[config.mk]
export PLATFORM = sky130hd
export DESIGN_NAME = event_counter_bank
export DESIGN_NICKNAME = d
export VERILOG_FILES = /design/src/shared/counter_pkg.sv /design/src/rtl/event_counter_bank.sv /design/src/rtl/bcd_step.sv
export SDC_FILE = /design/constraint.sdc
export NUM_CORES = 2
export LEC_CHECK = 0
export BUFFER_PORTS_ARGS = -buffer_cell sky130_fd_sc_hd__buf_4
export CORE_UTILIZATION = 37
export DETAILED_ROUTE_END_ITERATION = 16
export MAX_ROUTING_LAYER = met4
export PLACE_DENSITY_LB_ADDON = 0.25
export SETUP_SLACK_MARGIN = 0.02
export SLEW_MARGIN = 20
export SYNTH_ARGS = -nofsm -noshare
export SYNTH_HDL_FRONTEND = slang
export SYNTH_SLANG_ARGS = --single-unit
[constraint.sdc]
create_clock -name clk -period 10.6 [get_ports clk]
set_input_delay 2.12 -clock clk [delete_from_list [all_inputs] [get_ports clk]]
set_output_delay 2.12 -clock clk [all_outputs]
set_load 0.03 [all_outputs]
[src/shared/counter_pkg.sv]
// package: constants and carriers for the event counter bank
package counter_pkg;
   localparam int unsigned NUM_COUNTERS    = 8;
   localparam int unsigned BCD4_W          = 16;
   localparam int unsigned BCD8_W          = 32;
   localparam int unsigned WORD_BASE       = 1000;
   localparam int unsigned WORD_ADDR_W     = 11;
   localparam logic [3:0]  DIGIT_MAX       = 4'h9;
   localparam logic [BCD4_W-1:0] CEIL4     = 16'h9999;
   localparam logic [BCD8_W-1:0] CEIL8     = 32'h9999_9999;
   localparam logic [BCD8_W-1:0] ZERO8     = 32'h0000_0000;

   typedef enum logic [1:0] {
      MODE_UP    = 2'b00,
      MODE_STAGE = 2'b01,
      MODE_UPDN  = 2'b10
   } counter_mode_e;

   // per-counter inputs from the control program
   typedef struct packed {
      logic count_up;
      logic count_down;
      logic reset_in;
      logic clear_cmd;
   } counter_in_s;

   // preset selection: constant or word-memory value
   typedef struct packed {
      logic              use_word;
      logic [BCD8_W-1:0] const_val;
      logic [BCD8_W-1:0] word_val;
   } preset_s;
endpackage : counter_pkg

[src/rtl/event_counter_bank.sv]
`timescale 1ns/1ps
// bank of bcd event counters: up, stage and up/down modes
module event_counter_bank #(
   parameter int unsigned N = counter_pkg::NUM_COUNTERS
) (
   input  wire logic                                   clk,
   input  wire logic                                   rst_n,
   input  wire counter_pkg::counter_mode_e [N-1:0]     mode,
   input  wire counter_pkg::counter_in_s   [N-1:0]     ctl_in,
   input  wire counter_pkg::preset_s       [N-1:0]     preset,
   input  wire logic [counter_pkg::WORD_ADDR_W-1:0]    rd_addr,
   output logic [counter_pkg::BCD8_W-1:0]              rd_data,
   output logic                                        rd_hit,
   output logic [N-1:0]                                counter_done_flag,
   output logic [N-1:0][counter_pkg::BCD8_W-1:0]       count_value
);
   // refuse bank sizes outside 1 to 128 counters
   if (N < 1 || N > 128) begin : g_bad_size
      $error("counter bank size out of range");
   end

   logic [N-1:0]                          up_prev_r, up_prev_nxt;
   logic [N-1:0]                          dn_prev_r, dn_prev_nxt;
   logic [N-1:0][counter_pkg::BCD8_W-1:0] val_r, val_nxt;
   logic [N-1:0]                          done_r, done_nxt;
   logic [counter_pkg::BCD8_W-1:0]        rd_data_r, rd_data_nxt;
   logic                                  rd_hit_r, rd_hit_nxt;
   logic [N-1:0][counter_pkg::BCD8_W-1:0] step_res;
   logic [N-1:0][counter_pkg::BCD8_W-1:0] ceil_v;
   logic [N-1:0]                          step_down;

   // ceiling per mode, up and stage use four digits
   function automatic logic [counter_pkg::BCD8_W-1:0] ceiling_of(counter_pkg::counter_mode_e m);
      if (m == counter_pkg::MODE_UPDN) begin
         return counter_pkg::CEIL8;
      end
      return {16'h0000, counter_pkg::CEIL4};
   endfunction : ceiling_of

   // effective preset, trimmed to four digits outside up/down mode
   function automatic logic [counter_pkg::BCD8_W-1:0] preset_of(counter_pkg::preset_s p,
                                                                counter_pkg::counter_mode_e m);
      logic [counter_pkg::BCD8_W-1:0] v;
      v = p.use_word ? p.word_val : p.const_val;
      if (m != counter_pkg::MODE_UPDN) begin
         v = {16'h0000, v[counter_pkg::BCD4_W-1:0]};
      end
      return v;
   endfunction : preset_of

   // one step unit per counter
   for (genvar g = 0; g < N; g++) begin : g_step
      assign ceil_v[g] = ceiling_of(mode[g]);
      bcd_step u_step (
         .value   (val_r[g]),
         .down    (step_down[g]),
         .ceiling (ceil_v[g]),
         .result  (step_res[g])
      );
   end

   // down-step select, kept apart so the step units see no loop through the next-value process
   always_comb begin
      for (int i = 0; i < N; i++) begin
         step_down[i] = (mode[i] == counter_pkg::MODE_UPDN) && ctl_in[i].count_down &&
                        !dn_prev_r[i] && !ctl_in[i].count_up;
      end
   end

   // next value, edge memory and done flag for each counter
   always_comb begin
      logic rise_up;
      logic clr;
      logic [counter_pkg::BCD8_W-1:0] v;
      rise_up = 1'b0;
      clr     = 1'b0;
      v       = '0;
      for (int i = 0; i < N; i++) begin
         up_prev_nxt[i] = ctl_in[i].count_up;
         dn_prev_nxt[i] = ctl_in[i].count_down;
         rise_up = ctl_in[i].count_up & ~up_prev_r[i];
         v = val_r[i];
         unique case (mode[i])
            counter_pkg::MODE_UP: begin
               clr = ctl_in[i].reset_in;
               if (rise_up) v = step_res[i];
            end
            counter_pkg::MODE_STAGE: begin
               clr = ctl_in[i].clear_cmd;
               if (rise_up) v = step_res[i];
            end
            counter_pkg::MODE_UPDN: begin
               clr = ctl_in[i].reset_in;
               // both inputs on: neither counts
               if (rise_up && !ctl_in[i].count_down) begin
                  v = step_res[i];
               end else if (step_down[i]) begin
                  v = step_res[i];
               end
            end
            default: begin
               clr = 1'b1;
            end
         endcase
         if (clr) v = counter_pkg::ZERO8;
         val_nxt[i]  = v;
         done_nxt[i] = (v >= preset_of(preset[i], mode[i])) && !clr;
      end
   end

   // counter state registers
   always_ff @(posedge clk) begin
      if (!rst_n) begin
         up_prev_r <= '0;
         dn_prev_r <= '0;
         val_r     <= '0;
         done_r    <= '0;
      end else begin
         up_prev_r <= up_prev_nxt;
         dn_prev_r <= dn_prev_nxt;
         val_r     <= val_nxt;
         done_r    <= done_nxt;
      end
   end

   // word-memory read port at counter index plus base
   always_comb begin
      logic [counter_pkg::WORD_ADDR_W-1:0] idx;
      idx         = rd_addr - counter_pkg::WORD_ADDR_W'(counter_pkg::WORD_BASE);
      rd_hit_nxt  = (rd_addr >= counter_pkg::WORD_ADDR_W'(counter_pkg::WORD_BASE)) &&
                    (idx < counter_pkg::WORD_ADDR_W'(N));
      rd_data_nxt = '0;
      for (int i = 0; i < N; i++) begin
         if (rd_hit_nxt && idx == counter_pkg::WORD_ADDR_W'(i)) rd_data_nxt = val_r[i];
      end
   end

   // read port registers
   always_ff @(posedge clk) begin
      if (!rst_n) begin
         rd_data_r <= '0;
         rd_hit_r  <= 1'b0;
      end else begin
         rd_data_r <= rd_data_nxt;
         rd_hit_r  <= rd_hit_nxt;
      end
   end

   assign rd_data           = rd_data_r;
   assign rd_hit            = rd_hit_r;
   assign counter_done_flag = done_r;
   assign count_value       = val_r;

   // checks on every counter of the bank
   for (genvar g = 0; g < N; g++) begin : g_chk
      a_reset_zeroes: assert property (@(posedge clk) disable iff (!rst_n)
         (mode[g] != counter_pkg::MODE_STAGE && ctl_in[g].reset_in) |=>
         (val_r[g] == '0 && !done_r[g]))
         else $error("reset did not zero counter");
      a_clear_stage: assert property (@(posedge clk) disable iff (!rst_n)
         (mode[g] == counter_pkg::MODE_STAGE && ctl_in[g].clear_cmd) |=>
         (val_r[g] == '0 && !done_r[g]))
         else $error("clear did not zero stage counter");
      a_stage_noreset: assert property (@(posedge clk) disable iff (!rst_n)
         (mode[g] == counter_pkg::MODE_STAGE && $stable(mode[g]) && !ctl_in[g].clear_cmd &&
          !(ctl_in[g].count_up && !up_prev_r[g])) |=> $stable(val_r[g]))
         else $error("stage counter changed without edge");
      a_no_level_count: assert property (@(posedge clk) disable iff (!rst_n)
         (mode[g] == counter_pkg::MODE_UP && $stable(mode[g]) && ctl_in[g].count_up && up_prev_r[g] &&
          !ctl_in[g].reset_in) |=> $stable(val_r[g]))
         else $error("counted on a steady level");
      a_up_edge: assert property (@(posedge clk) disable iff (!rst_n)
         (mode[g] == counter_pkg::MODE_UP && !ctl_in[g].reset_in && ctl_in[g].count_up && !up_prev_r[g] &&
          val_r[g] == 32'h0000_0009) |=> (val_r[g] == 32'h0000_0010))
         else $error("bcd increment wrong");
      a_ceiling_hold: assert property (@(posedge clk) disable iff (!rst_n)
         (mode[g] == counter_pkg::MODE_UP && $stable(mode[g]) && val_r[g] == {16'h0000, counter_pkg::CEIL4} &&
          !ctl_in[g].reset_in) |=> (val_r[g] == {16'h0000, counter_pkg::CEIL4}))
         else $error("ceiling not held");
      a_done_tracks: assert property (@(posedge clk) disable iff (!rst_n)
         ($past(rst_n) && !$past(ctl_in[g].reset_in) && !$past(ctl_in[g].clear_cmd) &&
          ($past(mode[g]) inside {counter_pkg::MODE_UP, counter_pkg::MODE_STAGE, counter_pkg::MODE_UPDN})) |->
         (done_r[g] == (val_r[g] >= preset_of($past(preset[g]), $past(mode[g])))))
         else $error("done flag disagrees with value");
      a_word_read: assert property (@(posedge clk) disable iff (!rst_n)
         (rd_addr == counter_pkg::WORD_ADDR_W'(counter_pkg::WORD_BASE + g)) |=>
         (rd_hit && rd_data == $past(val_r[g])))
         else $error("word read mismatch");
      a_updn_both: assert property (@(posedge clk) disable iff (!rst_n)
         (mode[g] == counter_pkg::MODE_UPDN && $stable(mode[g]) && ctl_in[g].count_up && ctl_in[g].count_down &&
          !ctl_in[g].reset_in) |=> $stable(val_r[g]))
         else $error("up/down counted with both inputs on");

      c_done_up: cover property (@(posedge clk) mode[g] == counter_pkg::MODE_UP && $rose(done_r[g]));
      c_stage_clear: cover property (@(posedge clk) mode[g] == counter_pkg::MODE_STAGE && done_r[g] ##1 !done_r[g]);
      c_updn_down: cover property (@(posedge clk) mode[g] == counter_pkg::MODE_UPDN && step_down[g]);
      c_ceiling: cover property (@(posedge clk) val_r[g] == {16'h0000, counter_pkg::CEIL4});
   end
endmodule : event_counter_bank

[src/rtl/bcd_step.sv]
`timescale 1ns/1ps
// bcd increment/decrement of an eight-digit value with a ceiling
module bcd_step (
   input  wire logic [31:0] value,
   input  wire logic        down,
   input  wire logic [31:0] ceiling,
   output logic      [31:0] result
);
   // digit-wise add or subtract one, saturating at ceiling and zero
   always_comb begin
      logic carry;
      carry  = 1'b1;
      result = value;
      if (!down && value >= ceiling) begin
         result = ceiling;
      end else if (down && value == counter_pkg::ZERO8) begin
         result = value;
      end else begin
         for (int i = 0; i < 8; i++) begin
            if (carry) begin
               if (!down) begin
                  if (value[i*4 +: 4] == counter_pkg::DIGIT_MAX) begin
                     result[i*4 +: 4] = 4'h0;
                  end else begin
                     result[i*4 +: 4] = value[i*4 +: 4] + 4'h1;
                     carry = 1'b0;
                  end
               end else begin
                  if (value[i*4 +: 4] == 4'h0) begin
                     result[i*4 +: 4] = counter_pkg::DIGIT_MAX;
                  end else begin
                     result[i*4 +: 4] = value[i*4 +: 4] - 4'h1;
                     carry = 1'b0;
                  end
               end
            end
         end
      end
   end
endmodule : bcd_step

==> results_dict.tcl <==
set metrics [dict create \
    run_status "finished, violations left" \
    failed_checks "DRC" \
    io_buffers 877 \
    worstPathCellList "buf_4 -> clkinv_1 -> nor2_1 -> clkinv_1 -> ha_1 -> nor4bb_1 -> nand4_1 -> a2111oi_0 -> a21oi_1 -> a211oi_1 -> o32a_1 -> nor2_1 -> ha_1 -> a21o_1 -> a21o_1 -> a21oi_1 -> o21ai_0 -> a21oi_1 -> nor3_1 -> o31ai_1 -> a21oi_1" \
    drt_iter0_drc 6947 \
    ys.flop_type "dfxtp_1" \
    grt.overflow.total 0 \
    cp_num_buf_inv 3 \
    ioPinCount 878 \
    clk_latency_ns 0.66 \
    p_leak_nw 23.32 \
    hold_class "reg2reg" \
    syn_nets 7654 \
    syn_to_final_growth_pct 20.41 \
    slew_viol_final 0 \
    fmax_mhz 124.0 \
    coreArea_um2 123800 \
    final_area_um2 55590 \
    synth.area.top_cells "dfxtp_1 14%, ha_1 13%, a21oi_1 5.8%" \
    ys_ff_latch 313 \
    async_reset_ff_frac 0 \
    totalWireLength_um 238900 \
    layout_min_cycle_time_ns 8.065 \
    dpl_cell_area_um2 53980 \
    fin_tns_setup_ns 0 \
    ctsResizeCount 0 \
    clock_path_buffers 3 \
    yosysSeqAreaShare 0.1357 \
    max_slew_margin 0.2036 \
    core.rowCount 129 \
    ys_warn_count 0 \
    grt_pass1_vias 52616 \
    worst_ep_required_time_ns 11.13 \
    finalHoldViolCount 0 \
    cp_common_cell "a21oi_1" \
    clk_pin_slew_ns 0.06 \
    synth_top_area_frac 0.1357 \
    synth_cell_type_count 98 \
    antenna_found_initial 9 \
    die_h_um 355.2 \
    place_hpwl_um 184900 \
    maxCapViolCount 0 \
    peakVddDrop_uv 100.7 \
    synth-edff-count 0 \
    cp_data_arrival_time_ns 8.59 \
    cts_hold_buffers 0 \
    critPathSlowestCell "a211oi_1" \
    rsz0062_at_grt "false" \
    initial_core_util 0.3729 \
    critical_path_class "in2reg" \
    route.detailed.drc 214 \
    crit_path_max_fanout 28 \
    first_pass_iters 17 \
    track_usage 0.3689 \
    vias_per_cell 6.446 \
    grt_pass1_wl_um 346800 \
    setup_viol 0 \
    post_cts_buffers 0 \
    synth_top_cell_by_area "dfxtp_1" \
    startpoint_type "input port" \
    endpoint_kind "register" \
    fp.dieW_um 355.2 \
    cts_sinks 313 \
    skew_ns 0.02858 \
    syn_area_per_cell_um2 7.006 \
    timing.critical_path.slowest_cell_delay_ns 0.98 \
    layout.nets 8175 \
    route.vias.total 56686 \
    period_share 0.7609 \
    syn_inst 6590 \
    cts_tree "built" \
    drive_above_1_share 0.1952 \
    dieArea_um2 126200 \
    p_per_area_nw_per_um2 91.17 \
    wl_per_cell_um 27.17 \
    whs_ns 0.6525 \
    antenna_left 0 \
    htree_levels 2 \
    grt_max_degree 78 \
    cts-root-buf "clkbuf_16" \
    numCtsBuffers 45 \
    syn-cell-area_um2 46170 \
    crit_family "compound AO/OA/AOI/OAI gates" \
    tightest_slew_ns 1.184 \
    globalplace.congestion 1.024 \
]
-- tightest hold or removal path, stage by stage (launching register included) --
cell and delay (ns):
dfxtp_1 0.30, buf_4 0.18, nand3_1 0.08, nand2_1 0.05
-- final timing paths --
check	from	to	slack, ns	cells past startpoint
hold / removal	count_value[46]$_SDFF_PN0_	count_value[46]$_SDFF_PN0_	0.65	3
setup / recovery	mode[3]	counter_done_flag[1]$_SDFF_PN0_	2.53	21
hold reg to reg	count_value[46]$_SDFF_PN0_	count_value[46]$_SDFF_PN0_	0.65	3
setup reg to reg	count_value[161]$_SDFF_PN0_	counter_done_flag[5]$_SDFF_PN0_	4.54	19
-- layer usage --
layer,GRT usage,wire (um)
met4,0.1612,12270
met2,0.5743,106500
met3,0.06544,22250
met5,-,0
met1,0.4646,97860
-- area by class of cell --
type | instances | area [um2]
multi-input combinational | 5519 | 37190
clock buffer | 61 | 1299
timing repair buffer | 1027 | 7722
clock inverter | 23 | 274.0
antenna | 9 | 22.52
sequential | 313 | 6266
tap | 1637 | 2048
fill | 12777 | 68210
inverter | 205 | 769.5
-- state kept, by name, indices dropped and copies added (netlist names) --
| name | cells |
|---|---|
| counter_done_flag | 8 |
| dn_prev_r | 8 |
| rd_data | 32 |
| rd_hit | 1 |
| count_value | 256 |
| up_prev_r | 8 |
-- where the power goes --
part           switching, W  internal, W
combinational       0.00121     0.000774
clock              0.000710     0.000983
sequential         0.000165      0.00122
total               0.00209      0.00298
-- stage by stage --
step	setup slack [ns]	utilization	total power (W)	std cells
floorplan	3.135	-	0.002561	6590
finish	2.535	0.4490	0.005068	8794
global placement	2.201	0.4359	0.003331	8701
detailed placement	2.171	0.4360	0.003349	8701
CTS	2.794	0.4487	0.005053	8785
global route	2.207	0.4490	0.005290	8793
-- kinds of logic (layout without fill, tap and decap cells) --
| group | count (synthesis) | after routing | synth area share |
|---|---|---|---|
| buffers and inverters | 758 | 1316 | 0.06239 |
| multiplexers | 329 | 329 | 0.07911 |
| adder cells (fa/ha/maj) | 483 | 483 | 0.1309 |
| XOR/XNOR | 46 | 46 | 0.008727 |
| other | 0 | 9 | 0 |
| AND/OR/NAND/NOR | 2467 | 2467 | 0.2646 |
| AO/OA/AOI/OAI | 2194 | 2194 | 0.3185 |
| flip-flops | 313 | 313 | 0.1357 |
-- layout by cell type, fill, tap and decap left out, drive strengths merged, types with 147 or more instances in the layout --
| cell type | Yosys | final |
|---|---|---|
| dfxtp | 313 | 313 |
| o21ai | 429 | 429 |
| nand2 | 580 | 580 |
| inv | 195 | 197 |
| mux2i | 168 | 168 |
| buf | 59 | 1027 |
| nor3 | 228 | 228 |
| mux2 | 147 | 147 |
| a21oi | 534 | 534 |
| nor2 | 705 | 705 |
| nand3 | 147 | 147 |
| ha | 483 | 483 |
-- Yosys cell counts (all sizes together) (63+ instances only) --
library cell	count
nor2	705
nand2	580
a21oi	534
clkbuf	494
ha	483
o21ai	429
dfxtp	313
nor3	228
inv	195
mux2i	168
mux2	147
nand3	147
a21o	128
and2	128
a31oi	114
nand4	112
a211oi	101
nor4	101
o22ai	94
a221oi	80
and3	77
o211ai	71
or3	63
Note: power is estimated with default switching activity, not from simulation.
